[src/hdl/sfpi_consts.vh]
/*
  Shared constants of the serial flash pin interface: phase modes,
  synchroniser width and pin positions, buffer shape and idle values.
  Assumes it is included by bare name from the design files under hdl/.
*/
`ifndef SFPI_CONSTS_VH
`define SFPI_CONSTS_VH

// Phase modes, chosen per byte by the command logic
`define SFPI_MODE_SIN 2'h0
`define SFPI_MODE_SOUT 2'h1
`define SFPI_MODE_DOUT 2'h2
`define SFPI_MODE_DIN 2'h3

// Pin synchroniser
`define SFPI_SYNC_W 6
`define SFPI_PIN_SEL 0
`define SFPI_PIN_SCLK 1
`define SFPI_PIN_PRI 2
`define SFPI_PIN_SEC 3
`define SFPI_PIN_HOLD 4
`define SFPI_PIN_WP 5

// Receive buffer: first-byte flag plus one data byte
`define SFPI_RX_W 9
`define SFPI_RX_DEPTH 32
`define SFPI_RX_AW 5

// Byte layout and idle values
`define SFPI_BYTE_BITS 4'h8
`define SFPI_TX_IDLE 8'hff
`define SFPI_BP_RST 3'h0

`endif

[src/hdl/sfpi_fifo.v]
/*
  Synchronous FIFO with valid and ready on both sides.
  Flags and the head word are registered so a top level can drive
  them straight out. Assumes one clock and DEPTH a power of two.
*/
module sfpi_fifo #(
  parameter W = 9,
  parameter DEPTH = 32,
  parameter AW = 5
) (
  input wire sys_clk, // System clock
  input wire rst_b, // Synchronous reset, active low
  input wire [W-1:0] in_data, // Word to store
  input wire in_valid, // Word offered
  output reg in_ready, // Room for a word
  output reg [W-1:0] out_data, // Head word
  output reg out_valid, // Head word present
  input wire out_ready // Head word taken
);

  reg [W-1:0] mem [0:DEPTH-1];
  reg [AW-1:0] wr_ptr_r;
  reg [AW-1:0] rd_ptr_r;
  reg [AW:0] cnt_r;
  wire wr_en = in_valid & in_ready;
  wire rd_en = out_valid & out_ready;
  wire [AW-1:0] rd_nxt = rd_en ? rd_ptr_r + 1'b1 : rd_ptr_r;
  wire [AW:0] cnt_nxt = cnt_r + {{AW{1'b0}}, wr_en} - {{AW{1'b0}}, rd_en};

  always @(posedge sys_clk)
  begin
    if (wr_en)
      mem[wr_ptr_r] <= in_data;
  end

  always @(posedge sys_clk)
  begin
    if (!rst_b)
    begin
      wr_ptr_r <= {AW{1'b0}};
      rd_ptr_r <= {AW{1'b0}};
      cnt_r <= {(AW+1){1'b0}};
      in_ready <= 1'b0;
      out_valid <= 1'b0;
      out_data <= {W{1'b0}};
    end
    else
    begin
      if (wr_en)
        wr_ptr_r <= wr_ptr_r + 1'b1;
      rd_ptr_r <= rd_nxt;
      cnt_r <= cnt_nxt;
      in_ready <= (cnt_nxt != DEPTH);
      out_valid <= (cnt_nxt != {(AW+1){1'b0}});
      // Bypass the array when the new head is written this very cycle
      if (wr_en && wr_ptr_r == rd_nxt)
        out_data <= in_data;
      else
        out_data <= mem[rd_nxt];
    end
  end

endmodule

[src/hdl/sfpi_sync.v]
/*
  Two-stage synchroniser for a bundle of pin levels.
  Assumes each bit is an independent level from outside sys_clk.
*/
module sfpi_sync #(
  parameter W = 1
) (
  input wire sys_clk, // System clock
  input wire rst_b, // Synchronous reset, active low
  input wire [W-1:0] d, // Asynchronous levels
  output reg [W-1:0] q // Synchronised levels
);

  reg [W-1:0] meta_r;

  always @(posedge sys_clk)
  begin
    if (!rst_b)
    begin
      meta_r <= {W{1'b1}};
      q <= {W{1'b1}};
    end
    else
    begin
      meta_r <= d;
      q <= meta_r;
    end
  end

endmodule

[src/hdl/sfpi_top.v]
/*
  Pin-level serial interface of a serial NOR flash: select, clock, hold
  and protect handling, single and dual data phases, pin direction.
  Assumes all pins are asynchronous to sys_clk and the serial clock is
  well below a sixth of sys_clk; command decoding sits outside and picks
  the phase of each following byte through phase_mode.
*/
`include "sfpi_consts.vh"

// Function
// Secondary pin drives output data, changing on falling serial clock edges.
// In dual-input program the secondary pin is an input sampled on rising edges.
// Commands, addresses and data on the primary pin sampled on rising edges.
// In dual-output read the primary pin also drives data on falling edges.
// Select high deselects the device and floats the secondary pin.
// Deselected and idle means standby; a running internal cycle keeps it active.
// Select low selects the device in active power mode, ready for input.
// Nothing is accepted before the first falling select edge after power-up.
// Hold low pauses transfer, floats the secondary pin, ignores clock and data.
// The master starts hold only while the device is selected.
// Protect input low freezes the three block-protect bits.
// Both clock idle levels work: low for mode 0, high for mode 3.
// Write-class commands accepted only if clock count is a multiple of eight.
// Each data pin floats unless the current phase needs the device to drive.
module sfpi_top #(
  parameter RX_DEPTH = `SFPI_RX_DEPTH,
  parameter RX_AW = `SFPI_RX_AW
) (
  input wire sys_clk, // System clock, 100 MHz
  input wire rst_b, // Synchronous reset, active low
  input wire sel_b, // Chip select pin, active low
  input wire sclk, // Serial clock pin
  input wire primary_data_pin_in, // Primary data pin, input level
  output reg primary_data_pin_out, // Primary data pin, driven level
  output reg primary_data_pin_oe, // Primary data pin, drive enable
  input wire secondary_data_pin_in, // Secondary data pin, input level
  output reg secondary_data_pin_out, // Secondary data pin, driven level
  output reg secondary_data_pin_oe, // Secondary data pin, drive enable
  input wire hold_b, // Hold pin, active low
  input wire wp_b, // Write protect pin, active low
  input wire busy, // Internal program, erase or status write running
  input wire [1:0] phase_mode, // Phase of the byte after the current one
  input wire wr_class, // Current command is program, erase or status write
  output wire [7:0] rx_data, // Received byte
  output wire rx_first, // Received byte is the command byte
  output wire rx_valid, // Received byte present
  input wire rx_ready, // Received byte taken
  input wire [7:0] tx_data, // Byte to shift out
  input wire tx_valid, // Byte to shift out offered
  output reg tx_ready, // Room for a byte to shift out
  input wire [2:0] bp_in, // New block-protect bits
  input wire bp_wr, // Write block-protect bits
  output reg [2:0] bp_bits, // Current block-protect bits
  output reg protect_frozen, // Block-protect bits are frozen
  output reg selected, // Device selected
  output reg power_active, // Active power mode
  output reg standby, // Standby power mode
  output reg write_accept, // Write-class command accepted, pulse
  output reg write_reject, // Write-class command rejected, pulse
  output reg overrun // Received byte lost to a full buffer
);

  wire [`SFPI_SYNC_W-1:0] pins_s;
  wire sel_s = pins_s[`SFPI_PIN_SEL];
  wire sclk_s = pins_s[`SFPI_PIN_SCLK];
  wire pri_s = pins_s[`SFPI_PIN_PRI];
  wire sec_s = pins_s[`SFPI_PIN_SEC];
  wire hold_s = pins_s[`SFPI_PIN_HOLD];
  wire wp_s = pins_s[`SFPI_PIN_WP];

  reg sclk_d_r;
  reg sel_d_r;
  reg armed_r;
  reg [1:0] mode_r;
  reg [3:0] bit_cnt_r;
  reg [2:0] clk_cnt_r;
  reg [2:0] out_cnt_r;
  reg out_on_r;
  reg [7:0] rx_sh_r;
  reg [7:0] tx_sh_r;
  reg first_r;
  reg [7:0] tx_buf_r;
  reg tx_full_r;
  reg wr_class_r;
  reg push_r;
  reg [`SFPI_RX_W-1:0] push_data_r;
  wire fifo_in_ready;
  wire [`SFPI_RX_W-1:0] fifo_out;

  function is_out_mode;
    input [1:0] m;
    begin
      is_out_mode = (m == `SFPI_MODE_SOUT) || (m == `SFPI_MODE_DOUT);
    end
  endfunction

  function is_dual_mode;
    input [1:0] m;
    begin
      is_dual_mode = (m == `SFPI_MODE_DOUT) || (m == `SFPI_MODE_DIN);
    end
  endfunction

  sfpi_sync #(
    .W(`SFPI_SYNC_W)
  ) u_sync (
    .sys_clk(sys_clk),
    .rst_b(rst_b),
    .d({wp_b, hold_b, secondary_data_pin_in, primary_data_pin_in, sclk, sel_b}),
    .q(pins_s)
  );

  // Edges found on the sampled clock; only edges matter, so idle level is free
  wire sclk_rise = sclk_s & ~sclk_d_r;
  wire sclk_fall = ~sclk_s & sclk_d_r;
  wire sel_fall = ~sel_s & sel_d_r;
  wire sel_rise = sel_s & ~sel_d_r;
  wire active = armed_r & ~sel_s;
  wire running = active & hold_s;
  wire go_rise = running & sclk_rise;
  wire go_fall = running & sclk_fall;
  wire [3:0] step = is_dual_mode(mode_r) ? 4'h2 : 4'h1;
  wire [3:0] bit_sum = bit_cnt_r + step;
  wire byte_done = go_rise && (bit_sum == `SFPI_BYTE_BITS);
  wire tx_take = tx_valid & tx_ready;
  wire [7:0] out_byte = tx_full_r ? tx_buf_r : `SFPI_TX_IDLE;
  wire out_load = go_fall && is_out_mode(mode_r) && (out_cnt_r == 3'h0);

  // Selection, edge history and power state
  always @(posedge sys_clk)
  begin
    if (!rst_b)
    begin
      sclk_d_r <= 1'b0;
      sel_d_r <= 1'b1;
      armed_r <= 1'b0;
      selected <= 1'b0;
      power_active <= 1'b0;
      standby <= 1'b1;
    end
    else
    begin
      sclk_d_r <= sclk_s;
      sel_d_r <= sel_s;
      if (sel_fall)
        armed_r <= 1'b1;
      selected <= active;
      power_active <= active | busy;
      standby <= ~(active | busy);
    end
  end

  // Bit and byte framing
  always @(posedge sys_clk)
  begin
    if (!rst_b)
    begin
      mode_r <= `SFPI_MODE_SIN;
      bit_cnt_r <= 4'h0;
      clk_cnt_r <= 3'h0;
      rx_sh_r <= 8'h00;
      first_r <= 1'b1;
      push_r <= 1'b0;
      push_data_r <= {`SFPI_RX_W{1'b0}};
    end
    else
    begin
      push_r <= 1'b0;
      if (sel_fall)
      begin
        // Every frame opens with a single-line command byte
        mode_r <= `SFPI_MODE_SIN;
        bit_cnt_r <= 4'h0;
        clk_cnt_r <= 3'h0;
        first_r <= 1'b1;
      end
      else if (go_rise)
      begin
        clk_cnt_r <= clk_cnt_r + 3'h1;
        if (mode_r == `SFPI_MODE_SIN)
          rx_sh_r <= {rx_sh_r[6:0], pri_s};
        else if (mode_r == `SFPI_MODE_DIN)
          rx_sh_r <= {rx_sh_r[5:0], sec_s, pri_s};
        if (byte_done)
        begin
          bit_cnt_r <= 4'h0;
          mode_r <= phase_mode;
          first_r <= 1'b0;
          if (!is_out_mode(mode_r))
          begin
            push_r <= 1'b1;
            if (mode_r == `SFPI_MODE_SIN)
              push_data_r <= {first_r, rx_sh_r[6:0], pri_s};
            else
              push_data_r <= {first_r, rx_sh_r[5:0], sec_s, pri_s};
          end
        end
        else
          bit_cnt_r <= bit_sum;
      end
    end
  end

  // Output shifting on falling edges
  always @(posedge sys_clk)
  begin
    if (!rst_b)
    begin
      out_cnt_r <= 3'h0;
      out_on_r <= 1'b0;
      tx_sh_r <= 8'h00;
      primary_data_pin_out <= 1'b0;
      secondary_data_pin_out <= 1'b0;
    end
    else if (sel_fall || byte_done)
    begin
      out_cnt_r <= 3'h0;
      out_on_r <= 1'b0;
    end
    else if (go_fall && is_out_mode(mode_r))
    begin
      out_on_r <= 1'b1;
      out_cnt_r <= out_cnt_r + step[2:0];
      if (mode_r == `SFPI_MODE_DOUT)
      begin
        secondary_data_pin_out <= out_load ? out_byte[7] : tx_sh_r[7];
        primary_data_pin_out <= out_load ? out_byte[6] : tx_sh_r[6];
        tx_sh_r <= out_load ? {out_byte[5:0], 2'h0} : {tx_sh_r[5:0], 2'h0};
      end
      else
      begin
        secondary_data_pin_out <= out_load ? out_byte[7] : tx_sh_r[7];
        tx_sh_r <= out_load ? {out_byte[6:0], 1'b0} : {tx_sh_r[6:0], 1'b0};
      end
    end
  end

  // Pin direction, one cycle behind the phase state
  always @(posedge sys_clk)
  begin
    if (!rst_b)
    begin
      primary_data_pin_oe <= 1'b0;
      secondary_data_pin_oe <= 1'b0;
    end
    else
    begin
      // Drive only once the first output bit is out, never during input phases
      primary_data_pin_oe <= running && out_on_r
        && (mode_r == `SFPI_MODE_DOUT);
      secondary_data_pin_oe <= running && out_on_r
        && is_out_mode(mode_r);
    end
  end

  // Byte to shift out, one deep
  always @(posedge sys_clk)
  begin
    if (!rst_b)
    begin
      tx_buf_r <= 8'h00;
      tx_full_r <= 1'b0;
      tx_ready <= 1'b0;
    end
    else
    begin
      if (tx_take)
        tx_buf_r <= tx_data;
      // An offer taken in the cycle the idle byte is loaded is kept
      if (tx_take)
        tx_full_r <= 1'b1;
      else if (out_load)
        tx_full_r <= 1'b0;
      tx_ready <= ~(tx_take | (tx_full_r & ~out_load));
    end
  end

  // Write-class length check, protect bits, overrun
  always @(posedge sys_clk)
  begin
    if (!rst_b)
    begin
      wr_class_r <= 1'b0;
      write_accept <= 1'b0;
      write_reject <= 1'b0;
      bp_bits <= `SFPI_BP_RST;
      protect_frozen <= 1'b0;
      overrun <= 1'b0;
    end
    else
    begin
      write_accept <= 1'b0;
      write_reject <= 1'b0;
      if (sel_fall)
        wr_class_r <= 1'b0;
      else if (active && wr_class)
        wr_class_r <= 1'b1;
      if (sel_rise && armed_r && wr_class_r)
      begin
        write_accept <= (clk_cnt_r == 3'h0);
        write_reject <= (clk_cnt_r != 3'h0);
      end
      protect_frozen <= ~wp_s;
      if (bp_wr && wp_s)
        bp_bits <= bp_in;
      // A loss in the opening cycle of a frame still counts
      if (push_r && !fifo_in_ready)
        overrun <= 1'b1;
      else if (sel_fall)
        overrun <= 1'b0;
    end
  end

  // The serial master cannot be stalled, so a full buffer drops and flags
  sfpi_fifo #(
    .W(`SFPI_RX_W),
    .DEPTH(RX_DEPTH),
    .AW(RX_AW)
  ) u_rx_fifo (
    .sys_clk(sys_clk),
    .rst_b(rst_b),
    .in_data(push_data_r),
    .in_valid(push_r),
    .in_ready(fifo_in_ready),
    .out_data(fifo_out),
    .out_valid(rx_valid),
    .out_ready(rx_ready)
  );

  assign rx_data = fifo_out[7:0];
  assign rx_first = fifo_out[8];

endmodule

[config.mk]
export PLATFORM = sky130hd
export DESIGN_NAME = sfpi_top
export DESIGN_NICKNAME = d
export VERILOG_FILES = /design/src/hdl/sfpi_fifo.v /design/src/hdl/sfpi_sync.v /design/src/hdl/sfpi_top.v
export VERILOG_INCLUDE_DIRS = /design/src /design/src/hdl
export SDC_FILE = /design/constraint.sdc
export NUM_CORES = 1
export LEC_CHECK = 0
export BUFFER_PORTS_ARGS = -buffer_cell sky130_fd_sc_hd__buf_2
export CAP_MARGIN = 20
export CORE_MARGIN = 1.5
export CORE_UTILIZATION = 31
export CTS_BUF_LIST = sky130_fd_sc_hd__clkbuf_2 sky130_fd_sc_hd__clkbuf_4 sky130_fd_sc_hd__clkbuf_8
export CTS_CLUSTER_SIZE = 20
export DETAILED_ROUTE_END_ITERATION = 10
export GPL_TIMING_DRIVEN = 0
export PLACE_DENSITY_LB_ADDON = 0.12
export REMOVE_ABC_BUFFERS = 1
export SLEW_MARGIN = 20
export SYNTH_ARGS = -nofsm -noshare
export SYNTH_HDL_FRONTEND = slang
export SYNTH_SLANG_ARGS = --single-unit
[constraint.sdc]
create_clock -name sys_clk -period 3.2 [get_ports sys_clk]
set_input_delay 0.16 -clock sys_clk [delete_from_list [all_inputs] [get_ports sys_clk]]
set_output_delay 0.16 -clock sys_clk [all_outputs]
set_load 0.01 [all_outputs]
=== Word level (Yosys, flattened, before mapping) ===
Memories as Yosys holds them, arrays and structs flattened. A register that Yosys moved wholly into a read port is not among the register bits.
Cells that the tools add are included.

* Add/sub/neg operators: 7
* Eq/ne operators: 5
* Mux-type cells: 19
* Bitwise logic cells: 28
* Reduce and logical (&&, ||, !) cells: 33

{| class="wikitable"
|+ Operators by type and width
! operator !! number
|-
| two-way mux 8 bit || 5
|-
| two-way mux 7 bit || 2
|-
| inverter 1 bit || 14
|-
| AND 1 bit || 12
|-
| logical AND 1 bit || 11
|-
| adder 5 x 1 -> 5 bit, second input constant || 2
|-
| two-way mux 1 bit || 9
|-
| adder 6 x 1 -> 6 bit || 1
|-
| logical NOT 3 bit || 2
|-
| != test 6 bit, second input constant || 1
|-
| AND reduction 2 bit || 3
|-
| AND reduction 3 bit || 2
|-
| nonzero test 2 bit || 3
|-
| nonzero test 6 bit || 1
|-
| subtractor 6 x 1 -> 6 bit || 1
|-
| two-way mux 5 bit || 1
|-
| adder 4 x 2 -> 4 bit || 1
|-
| equality test 2 bit, second input constant || 2
|-
| equality test 4 bit, second input constant || 1
|-
| two-way mux 4 bit || 1
|-
| AND reduction 4 bit || 1
|-
| OR reduction 2 bit || 2
|-
| OR reduction 4 bit || 1
|-
| adder 3 x 1 -> 3 bit, second input constant || 1
|-
| 8 further kinds || 12
|}

* Bits in registers: 97
* Bits in writable memories: 288
* Memories: 1

{| class="wikitable"
|+ Memory list
! memory !! words !! width !! rd ports !! clocked after memory_dff !! write ports !! RTL line !! text
|-
| u_rx_fifo.mem || 32 || 9 || 1 || 1 || 1 || sfpi_fifo.v:21 || <nowiki>reg [W-1:0] mem [0:DEPTH-1];</nowiki>
|}

=== Depth between registers and ports, before layout ===
Gate-level depths: netlist of run 1.

* Word-level depth: 10
* Gate-level depth with buffers: 13

=== Modules after synthesis ===
A second synthesis of run 1 with hierarchy kept.

* Cell total of the unflattened synthesis: 1,581
* Area total of the unflattened synthesis: 17,858.4 um^2

{| class="wikitable"
|+ Modules (own cells, without submodules)
! module !! instances !! cells an instance !! area each (um^2) !! seq. area each (um^2)
|-
| sfpi_fifo || 1 || 1,239 || 14,665.3 || 9,188.8
|-
| sfpi_top || 1 || 317 || 2,854.0 || 1,321.3
|-
| sfpi_sync || 1 || 25 || 339.1 || 240.2
|}

=== Worst setup path after synthesis of run 1 ===
Ideal clock, no wire load.

* Path type: register to register
* Start point: register mode_r[0]
* End point: register push_data_r[6]
* Data arrival time: 2,997 ps
* Data required time: 3,084 ps
* Slack: 87 ps
* Stages on the path, launching flop included: 14
* Buffers on the path: 2
* Path through: dfxtp_1 inv_1 ha_1 clkbuf_1 nor2_1 xnor2_1 ha_1 or3_1 a211oi_2 nor3b_2 nor3b_4 buf_6 nand2_1 o211a_1

* Word-level cells in the longest chain between the ends: 7
* Elaborated cells on any way between the ends: 13
* Those cells by class: 1 x add/sub; 4 x eq/ne; 2 x mux; 1 x bitwise; 5 x reduce/logical

{| class="wikitable"
|+ RTL lines
! item !! RTL line !! text
|-
| start: declaration || sfpi_top.v:74 || <nowiki>reg [1:0] mode_r;</nowiki>
|-
| start signal: assignment || sfpi_top.v:158 || <nowiki>mode_r <= `SFPI_MODE_SIN;</nowiki>
|-
| start signal: assignment || sfpi_top.v:172 || <nowiki>mode_r <= `SFPI_MODE_SIN;</nowiki>
|-
| start signal: assignment || sfpi_top.v:187 || <nowiki>mode_r <= phase_mode;</nowiki>
|-
| equality test 2 bit (no line) || n/a ||
|-
| logical OR 1 bit || sfpi_top.v:100 || <nowiki>is_dual_mode = (m == `SFPI_MODE_DOUT) || (m == `SFPI_MODE_DIN);</nowiki>
|-
| two-way mux 2 bit || sfpi_top.v:122 || <nowiki>wire [3:0] step = is_dual_mode(mode_r) ? 4'h2 : 4'h1;</nowiki>
|-
| adder 4 x 2 -> 4 bit || sfpi_top.v:123 || <nowiki>wire [3:0] bit_sum = bit_cnt_r + step;</nowiki>
|-
| equality test 4 bit (no line) || n/a ||
|-
| logical AND 1 bit || sfpi_top.v:124 || <nowiki>wire byte_done = go_rise && (bit_sum == `SFPI_BYTE_BITS);</nowiki>
|-
| AND reduction 4 bit (no line) || n/a ||
|-
| end signal: assignment || sfpi_top.v:164 || <nowiki>push_data_r <= {`SFPI_RX_W{1'b0}};</nowiki>
|-
| end signal: assignment || sfpi_top.v:193 || <nowiki>push_data_r <= {first_r, rx_sh_r[6:0], pri_s};</nowiki>
|-
| end signal: assignment || sfpi_top.v:195 || <nowiki>push_data_r <= {first_r, rx_sh_r[5:0], sec_s, pri_s};</nowiki>
|-
| end: declaration || sfpi_top.v:86 || <nowiki>reg [`SFPI_RX_W-1:0] push_data_r;</nowiki>
|}

Several ways; a longest one is shown, not always the timed one.
A chain may end at the register's enable or synchronous reset.

=== Worst setup path after layout of run 1 ===
* Start point: register u_rx_fifo.rd_ptr_r[1]
* End point: register u_rx_fifo.out_data[3], read port of u_rx_fifo.mem

* Word-level cells in the longest chain between the ends: 2

{| class="wikitable"
|+ RTL lines
! item !! RTL line !! text
|-
| start: declaration || sfpi_fifo.v:23 || <nowiki>reg [AW-1:0] rd_ptr_r;</nowiki>
|-
| start signal: assignment || sfpi_fifo.v:41 || <nowiki>rd_ptr_r <= {AW{1'b0}};</nowiki>
|-
| start signal: assignment || sfpi_fifo.v:51 || <nowiki>rd_ptr_r <= rd_nxt;</nowiki>
|-
| adder 5 x 1 -> 5 bit || sfpi_fifo.v:27 || <nowiki>wire [AW-1:0] rd_nxt = rd_en ? rd_ptr_r + 1'b1 : rd_ptr_r;</nowiki>
|-
| two-way mux 5 bit (*) || sfpi_fifo.v:27 ||
|-
| end: declaration || sfpi_fifo.v:16 || <nowiki>output reg [W-1:0] out_data,</nowiki>
|}

Every way passes the cells marked *; elsewhere a longest branch is shown, timed or not.

==> flow_summary.toml, run 1 <==
[outcome]
result_of_the_run = "complete, no violations"

[power]
power_density_nw_per_um2 = 611
power_leakage_nw = 6.00
vdd.ir_drop.worst_v = 0.000311
fin_total_pwr_mw = 11.6

[clock_tree]
cts_htree_levels = 3
cts_tree = "yes"
cts_made_buffers = 68
clock_sinks = 393
cts.path.max_buffers = 3
clk_pin_slew_ns = 0.06
worstSkewPairLatency_ns = 0.64
ctsRootBufferMaster = "clkbuf_8"

[sta]
finalHoldViolations = 0
worst_slew_slack_as_a_fraction_of_its_limit_pct = 30.7
max_slew.worst_pin.slew_ns = 1.04
timing.final.setup_violations = 0
fin_skew_ns = 0.0371
fin_crit_ns = 3.10
fmax_mhz = 322
finalCritPeriodShare_pct = 96.9
finalMaxSlewViolations = 0
hold_ws_ns = 0.0582

[final_layout]
layout.cells.most_common = "edfxtp_1"
layout-drive-gt1-share_pct = 23.2
fill_cell_instance_count_of_the_final_layout = 4828
syn2layout_area_growth_pct = 19.0
num-nets-final = 1236
final_cell_mix = "edfxtp_1, nand2_1, dfxtp_1"

[setup_path]
r2r-end = "u_rx_fifo.out_data[3]"
path_cells = "ha_1 -> nand2b_1 -> nor2_1 -> a22o_1 -> o31a_1 -> a22oi_1 -> and3_1 -> a31oi_1"
crit_path_end_kind = "flop"
crit_path_max_incr_delay_ns = 0.58
worst-endpoint-arrival_ns = 3.58
rr_worst_depth = 8
crit_fanout = 16
crit_required_ns = 3.68
timing.setup.critical_path_class = "flop to flop"
startpoint_type = "flop"
ff2ff_setup_slack_ns = 0.1
cp_slowest_cell = "dfxtp_2"
worstReg2RegStart = "u_rx_fifo.rd_ptr_r[1]"

[yosys]
post_synth_instance_area_um2 = 15900
synth.yosys.warnings = 0
ys_ff_latch = 393
synth_cells = 1065
number_of_enable_type_register_cells_in_the_synthesized_netlist = 288
yosys.cell_types.count = 68
netlist.top_cell.by_area = "edfxtp_1"
synth.yosys.seq_area_share_pct = 67.5
fraction_of_synthesis_flops_using_an_asynchronous_set_or_reset_pin_pct = 0
synth_top_area_share_pct = 54.3
syn_avg_cell_area_um2 = 15.0
postSynth.topFlopCell = "edfxtp_1"
synth_top_cells_by_area = "edfxtp_1, dfxtp_1, mux4_2"

[floorplanning]
start_util_pct = 31.6
placementRows = 82
die-area_um2 = 52700
design.portCount = 51
die_x_um = 230
core-area_um2 = 50500
floorplan.die.height_um = 230

[worst_hold_path]
worstHoldPathType = "input port to flop"
min_delay_path_depth = 4
worst_hold_endpoint = "tx_buf_r[6]"
hp-start = "tx_valid"

[route]
wl_um = 39200
drc = 0
viasPerCell = 4.85
detail-route-antenna-nets = 0
routedWlPerCell_um = 20.5
first_pass_iters = 5
detailed_route_via_count = 9278
drt_first_iter_violations = 590

[global_route]
maximum_number_of_pins_on_one_net_before_global_route_repair = 48
initial_antenna_violation_count = 2
global_route_wire_length_before_repair_um = 59300
via_count_of_the_first_global_routing_pass = 9436
grt_util_all_layers_pct = 15.1
grt_overflow = 0

[place]
io_buffers = 50
finalWeightedCongestion = 0.865
dp.final_hpwl_um = 23900

[job]
maxCapViolCount = 0
synth_stat cells, types with 5 or more instances:
library cell    n
edfxtp_1      288
dfxtp_1       105
nand2_1        99
nor2_1         82
mux4_2         62
inv_1          29
clkbuf_1       27
mux2i_1        27
nand2b_1       22
xnor2_1        22
and2_1         20
ha_1           19
o21ai_0        19
a21boi_0       18
nand3_1        18
a21oi_1        15
a22o_1         15
nor2b_1        15
o211a_1        15
and3_1         12
a22oi_1        11
a31oi_1        11
buf_2           9
nor3_1          7
a32oi_1         6
buf_4           6
nand4_1         6
o21a_1          6
nand3b_1        5
xor2_1          5
critical path: cells and delay by family (launching register included):
family | cells | cell delay [ns]
AO/OA/AOI/OAI | 4 | 1.41
flip-flops | 1 | 0.58
AND/OR/NAND/NOR | 3 | 0.50
adder cells (fa/ha/maj) | 1 | 0.45
worst max-delay path by stage:
| stage | startpoint | end | slack (ns) | cells past startpoint |
|---|---|---|---|---|
| after floorplan | u_rx_fifo.out_valid | u_rx_fifo.out_data[1] | -0.93 | 8 |
| after global placement | u_rx_fifo.out_valid | u_rx_fifo.out_data[0] | -3.78 | 8 |
| after detailed placement | mode_r[0] | push_data_r[0] | -0.57 | 11 |
| after CTS | u_rx_fifo.out_valid | u_rx_fifo.out_data[4] | 0.004 | 10 |
| after global routing | mode_r[0] | push_data_r[0] | -0.002 | 13 |
| final | u_rx_fifo.rd_ptr_r[1] | u_rx_fifo.out_data[3] | 0.1 | 8 |
cells by family after synthesis:
logic type	synth area share (%)
adder cells (fa/ha/maj)	1.74
multiplexers	10.5
buffers and inverters	2.12
AO/OA/AOI/OAI	7.05
AND/OR/NAND/NOR	9.47
XOR/XNOR	1.66
flip-flops	67.5
layer usage:
metal	part of all wire, %	track usage [%]
met1	49	22.0
met2	44	22.4
met3	4.6	2.63
met4	2.2	5.67
met5	0	0
cell type report:
type                    count  area, um^2  area share, %
multi-input cells         596        4940           26.1
clock inverters            17         143          0.752
well taps                 672         841           4.44
diodes                      3        7.51         0.0396
repair buffers             99         915           4.82
clock buffers             101        1220           6.44
flip-flops and latches    393       10800           56.8
inverters                  31         119          0.627
registers in the layout, indices dropped and copies added (netlist names), 6 cells and up:
register,count
u_rx_fifo.mem,288
push_data_r,9
u_rx_fifo.out_data,9
tx_buf_r,8
rx_sh_r,7
tx_sh_r,7
u_rx_fifo.cnt_r,6
u_sync.meta_r,6
u_sync.q,6
metrics by stage:
step	area [um^2]	instances	TNS (ns)	util, %	worst slack, ns
2_1_floorplan	15700	1019	-8.28	-	-0.931
3_3_place_gp	16800	1741	-40.65	33.3	-3.78
3_5_place_dp	17100	1752	-8.66	34.0	-0.567
4_1_cts	18900	1908	0	37.5	0.00429
5_1_grt	19000	1910	-0.00228	37.5	-0.00228
6_report	19000	1912	0	37.6	0.0987
power by group:
group / leakage [nW] / internal (mW) / switching [mW] / total, mW
Clock: 0.717 / 2.60 / 2.03 / 4.63
Sequential: 3.00 / 5.47 / 0.0669 / 5.54
Combinational: 2.29 / 0.716 / 0.702 / 1.42
repair_timing:
item | in CTS | in global routing
buffers inserted | 5 | 1
endpoints found under the setup margin | 21 | 14
resized for setup | 9 | 5
pin swaps | 1 | 1
cloned | 1 | 0
hold buffers | 32 | 0
endpoints found under the hold margin | 45 | 0
(Power assumes the default switching activity.)
==> inputs of run 2 (changes only) <==
--- a/config.mk
+++ b/config.mk
@@ -8,13 +8,14 @@
 export LEC_CHECK = 0
 export BUFFER_PORTS_ARGS = -buffer_cell sky130_fd_sc_hd__buf_2
 export CAP_MARGIN = 20
+export CORE_ASPECT_RATIO = 1.25
 export CORE_MARGIN = 1.5
 export CORE_UTILIZATION = 31
 export CTS_BUF_LIST = sky130_fd_sc_hd__clkbuf_2 sky130_fd_sc_hd__clkbuf_4 sky130_fd_sc_hd__clkbuf_8
 export CTS_CLUSTER_SIZE = 20
 export DETAILED_ROUTE_END_ITERATION = 10
 export GPL_TIMING_DRIVEN = 0
-export PLACE_DENSITY_LB_ADDON = 0.12
+export PLACE_DENSITY = 0.44
 export REMOVE_ABC_BUFFERS = 1
 export SLEW_MARGIN = 20
 export SYNTH_ARGS = -nofsm -noshare
==> flow_summary.toml, run 2 (synthesis results as in run 1) <==
[outcome]
result_of_the_run = "complete, no violations"

[global_route]
grt_util_all_layers_pct = 15.3
grt_overflow = 0
via_count_of_the_first_global_routing_pass = 9640
global_route_wire_length_before_repair_um = 58900
initial_antenna_violation_count = 2
maximum_number_of_pins_on_one_net_before_global_route_repair = 60

[clock_tree]
ctsRootBufferMaster = "clkbuf_8"
clock_sinks = 393
cts_made_buffers = 67
clk_pin_slew_ns = 0.06
cts_htree_levels = 3
cts.path.max_buffers = 3
worstSkewPairLatency_ns = 0.64
cts_tree = "yes"

[final_layout]
seqCellArea_um2 = 10800
top_register = "u_rx_fifo.mem"
num-nets-final = 1240
layoutNonFillerInstCount = 1899
utilization_pct = 37.7
largest_reg_flops = 288
multiInputGateArea_um2 = 4990
largest_registers = "u_rx_fifo.mem: 288 flops, push_data_r: 9 flops, u_rx_fifo.out_data: 9 flops"
syn2layout_area_growth_pct = 19.7
layout.cell_area.non_filler_um2 = 19100
final_cell_mix = "edfxtp_1, nand2_1, dfxtp_1"
layout-drive-gt1-share_pct = 24.5
fill_cell_instance_count_of_the_final_layout = 4740
layout.cells.most_common = "edfxtp_1"

[sta]
fin_crit_ns = 3.05
timing.final.setup_violations = 0
max_slew.worst_pin.slew_ns = 1.08
final.setup.worst_slack_ns = 0.151
finalHoldViolations = 0
finalCritPeriodShare_pct = 95.3
worst_slew_slack_as_a_fraction_of_its_limit_pct = 27.5
fin_skew_ns = 0.0266
rsz0062_at_grt = "true"
fmax_mhz = 328
finalMaxSlewViolations = 0

[setup_path]
worst-endpoint-arrival_ns = 3.51
crit_fanout = 15
crit_path_end_kind = "flop"
timing.setup.critical_path_class = "flop to flop"
startpoint_type = "flop"
crit_required_ns = 3.66

[place]
placed_cells_incl_taps = 1742
finalWeightedCongestion = 0.804
dp.final_hpwl_um = 24500
place_area_um2 = 17200
io_buffers = 50
preCtsSetupSlack_ns = -0.614

[route]
drc = 0
detailed_route_via_count = 9229
drt_first_iter_violations = 450
viasPerCell = 4.86
detail-route-antenna-nets = 0
first_pass_iters = 7
routedWlPerCell_um = 20.5
wl_um = 38900

[floorplanning]
design.portCount = 51
die_x_um = 206
start_util_pct = 31.5
die-area_um2 = 52800
core-area_um2 = 50500
floorplan.die.height_um = 256
placementRows = 92

[power]
power_density_nw_per_um2 = 603
power_leakage_nw = 6.06
fin_total_pwr_mw = 11.5
vdd.ir_drop.worst_v = 0.000286

[worst_hold_path]
worstHoldPathType = "input port to flop"

[job]
maxCapViolCount = 0
-- run 2: cell types whose count changed in the layout (fill, tap and decap cells not counted), sizes merged --
cell,before,now
buf,67,74
dlygate4sd3,32,30
clkinvlp,4,0
inv,31,33
diode,3,1
bufinv,2,0
clkbuf,101,106
clkinv,11,8
-- run 2: per-layer routing --
layer | wire, um | track usage (%) | vias to the layer above
met5 | 12 | 0 | -
met3 | 1740 | 3.46 | 66
met1 | 16500 | 18.8 | 4651
met4 | 1070 | 6.53 | 2
met2 | 19700 | 25.6 | 193
li1 | - | - | 4317
-- run 2: power by group --
group / internal (mW) / total (mW) / switching (mW)
Combinational: 0.716 / 1.41 / 0.695
Clock: 2.56 / 4.56 / 2.00
Sequential: 5.47 / 5.53 / 0.0657
Total: 8.74 / 11.5 / 2.76
-- run 2: final timing paths --
path | startpoint | to | slack (ns) | depth (start not counted)
worst max register to register | u_rx_fifo.out_valid | u_rx_fifo.out_data[2] | 0.15 | 10
worst max-delay path | u_rx_fifo.out_valid | u_rx_fifo.out_data[2] | 0.15 | 10
worst min register to register | u_sync.meta_r[5] | u_sync.q[5] | 0.40 | 1
worst min-delay path | tx_valid | tx_buf_r[6] | 0.06 | 4
-- run 2: repair_timing --
item / in CTS / in global routing
hold endpoints to repair: 47 / 0
cloned: 1 / 0
hold buffers: 30 / 0
gates resized for setup: 11 / 11
setup endpoints to repair: 21 / 14
setup buffers: 4 / 5
pin swaps: 1 / 1
-- run 2: final cells by class --
cell class / instances / share of cell area, %
repair buffers: 104 / 5.28
multi-input cells: 596 / 26.2
diodes: 1 / 0.0131
well taps: 658 / 4.32
inverters: 31 / 0.637
flip-flops and latches: 393 / 56.5
clock inverters: 10 / 0.328
clock buffers: 106 / 6.77
-- run 2: worst max-delay path, cell delays in order, from the launching register on --
cell     delay, ns
dfxtp_2       0.46
nand2_4       0.19
inv_6         0.18
xnor2_4       0.16
buf_16        0.18
buf_16        0.17
buf_16        0.16
mux4_2        0.50
a22o_1        0.26
nor2_1        0.36
a31oi_1       0.24
-- run 2: metrics by stage --
stage	hold WS, ns	setup TNS (ns)
after floorplan	0.233	-8.28
after global placement	0.339	-36.10
after detailed placement	0.343	-10.59
after CTS	0.0323	0
after global routing	0.0969	-0.0124
final	0.0621	0
==> inputs of run 3 (changes only) <==
--- a/config.mk
+++ b/config.mk
@@ -10,12 +10,12 @@
 export CAP_MARGIN = 20
 export CORE_ASPECT_RATIO = 1.25
 export CORE_MARGIN = 1.5
-export CORE_UTILIZATION = 31
+export CORE_UTILIZATION = 30
 export CTS_BUF_LIST = sky130_fd_sc_hd__clkbuf_2 sky130_fd_sc_hd__clkbuf_4 sky130_fd_sc_hd__clkbuf_8
 export CTS_CLUSTER_SIZE = 20
 export DETAILED_ROUTE_END_ITERATION = 10
 export GPL_TIMING_DRIVEN = 0
-export PLACE_DENSITY = 0.44
+export PLACE_DENSITY = 0.43
 export REMOVE_ABC_BUFFERS = 1
 export SLEW_MARGIN = 20
 export SYNTH_ARGS = -nofsm -noshare
==> flow_summary.toml, run 3 (synthesis results as in run 1) <==
[outcome]
result_of_the_run = "complete, no violations"

[floorplanning]
die-area_um2 = 54500
die_x_um = 209
design.portCount = 51
start_util_pct = 30.3
placementRows = 94
core-area_um2 = 52600
floorplan.die.height_um = 261

[setup_path]
cp_slowest_cell = "or3_1"
worst-endpoint-arrival_ns = 3.55
startpoint_type = "flop"
ff2ff_setup_slack_ns = 0.17
worstReg2RegStart = "mode_r[0]"
crit_path_end_kind = "flop"
rr_worst_depth = 13
crit_required_ns = 3.72
r2r-end = "push_data_r[0]"
path_cells = "inv_1 -> ha_2 -> or2_2 -> inv_1 -> ha_1 -> ha_1 -> or3_1 -> a211oi_2 -> nor3b_4 -> nor3b_4 -> buf_12 -> mux2i_1 -> nor2b_1"
timing.setup.critical_path_class = "flop to flop"
crit_path_max_incr_delay_ns = 0.36
crit_fanout = 17

[global_route]
grt_util_met1_pct = 17.5
grt_util_all_layers_pct = 14.9
global_route_wire_length_before_repair_um = 59600
grt_overflow = 0
initial_antenna_violation_count = 1
via_count_of_the_first_global_routing_pass = 9768
busiest_layer = "met2"
grt.met2_usage_pct = 26.1
maximum_number_of_pins_on_one_net_before_global_route_repair = 52
grt_use_met3_pct = 3.67

[sta]
finalCritPeriodShare_pct = 94.6
timing.final.setup_violations = 0
fin_crit_ns = 3.03
finalHoldViolations = 0
finalMaxSlewViolations = 0
fin_skew_ns = 0.0338
worst_slew_slack_as_a_fraction_of_its_limit_pct = 27.6
max_slew.worst_pin.slew_ns = 1.08
fmax_mhz = 330

[final_layout]
layout.cell_area.non_filler_um2 = 19200
fill_cell_instance_count_of_the_final_layout = 5016
num-nets-final = 1242
layout-drive-gt1-share_pct = 24.5
largest_registers = "u_rx_fifo.mem: 288 flops, push_data_r: 9 flops, u_rx_fifo.out_data: 9 flops"
final_cell_mix = "edfxtp_1, nand2_1, dfxtp_1"
syn2layout_area_growth_pct = 20.6
largest_reg_flops = 288
utilization_pct = 36.5
seqCellArea_um2 = 10800
layout.cells.most_common = "edfxtp_1"
top_register = "u_rx_fifo.mem"
multiInputGateArea_um2 = 5010

[power]
vdd.ir_drop.worst_v = 0.000532
power_leakage_nw = 6.11
power_density_nw_per_um2 = 625

[route]
wl_um = 39800
detailed_route_via_count = 9221
routedWlPerCell_um = 20.7
drt_first_iter_violations = 428
detail-route-antenna-nets = 0
viasPerCell = 4.80
first_pass_iters = 5
drc = 0

[worst_hold_path]
min_delay_path_depth = 4
worst_hold_endpoint = "tx_full_r"
worstHoldPathType = "input port to flop"
hp-start = "tx_valid"

[clock_tree]
cts.path.max_buffers = 3
clk_pin_slew_ns = 0.06
cts_htree_levels = 3
worstSkewPairLatency_ns = 0.64
ctsRootBufferMaster = "clkbuf_8"
cts_tree = "yes"
clock_sinks = 393
cts_made_buffers = 68

[place]
dp.final_hpwl_um = 24100
finalWeightedCongestion = 0.812
io_buffers = 50
place_area_um2 = 17100

[job]
maxCapViolCount = 0
run 3: cell count changes in the layout (fill, tap and decap cells not counted), moves of 4 or more:
cell,delta
clkbuf_4,-9
dlygate4sd3_1,+9
nor2_1,-8
nor2_2,+8
bufinv_16,+6
clkinv_1,+6
buf_16,-4
run 3: worst max-delay path: cells and delay by family (launching register included):
family / cells / cell delay (ns)
buffers and inverters: 3 / 0.39
DFF: 1 / 0.32
muxes: 1 / 0.18
adders and majority gates: 3 / 0.67
AOI/OAI and AO/OA: 1 / 0.29
and+or+nand+nor: 5 / 1.06
run 3: worst max path at each step:
stage | slack, ns | endpoint | start | cells past startpoint
finish | 0.17 | push_data_r[0] | mode_r[0] | 13
detailed placement | -0.57 | push_data_r[0] | mode_r[0] | 11
CTS | 0.02 | push_data_r[0] | mode_r[0] | 12
global route | -0.02 | push_data_r[8] | mode_r[0] | 13
global placement | -3.43 | u_rx_fifo.out_data[0] | u_rx_fifo.out_valid | 8
floorplan | -0.93 | u_rx_fifo.out_data[1] | u_rx_fifo.out_valid | 8
run 3: area by class of cell:
type                            instances  share of cell area, %
Tap cell                              672                   4.38
Multi-Input combinational cell        596                   26.1
Clock inverter                         24                   1.43
Clock buffer                           98                   6.44
Antenna cell                            1                 0.0130
Timing Repair Buffer                  105                   4.94
Inverter                               31                  0.619
Sequential cell                       393                   56.1
run 3: per-layer routing:
layer / wire, um / part of all wire (%)
met1: 16400 / 41
met2: 20300 / 51
met3: 2070 / 5.2
met4: 977 / 2.5
met5: 0 / 0
run 3: repair_timing:
action	in CTS	in global routing
resized for setup	9	11
endpoints found under the setup margin	20	16
gates cloned	0	1
hold buffers	39	0
pin swaps	1	0
setup buffers	2	2
hold endpoints to repair	43	0
run 3: metrics by stage:
step	setup TNS, ns	hold WS (ns)	power, mW	std cells	setup WS [ns]
after global routing	-0.0403	0.158	12.5	1920	-0.0214
after floorplan	-8.28	0.233	6.48	1019	-0.931
after global placement	-35.69	0.341	6.84	1741	-3.43
final	0	0.127	12.0	1920	0.173
after detailed placement	-8.64	0.344	7.01	1752	-0.575
after CTS	0	0.0696	12.2	1915	0.0165
run 3: power by group:
group          internal [mW]  switching, mW  leakage [nW]  total (mW)
registers               5.47         0.0620          3.00        5.53
clock network           2.98           2.09         0.800        5.08
logic                  0.701          0.695          2.31        1.40
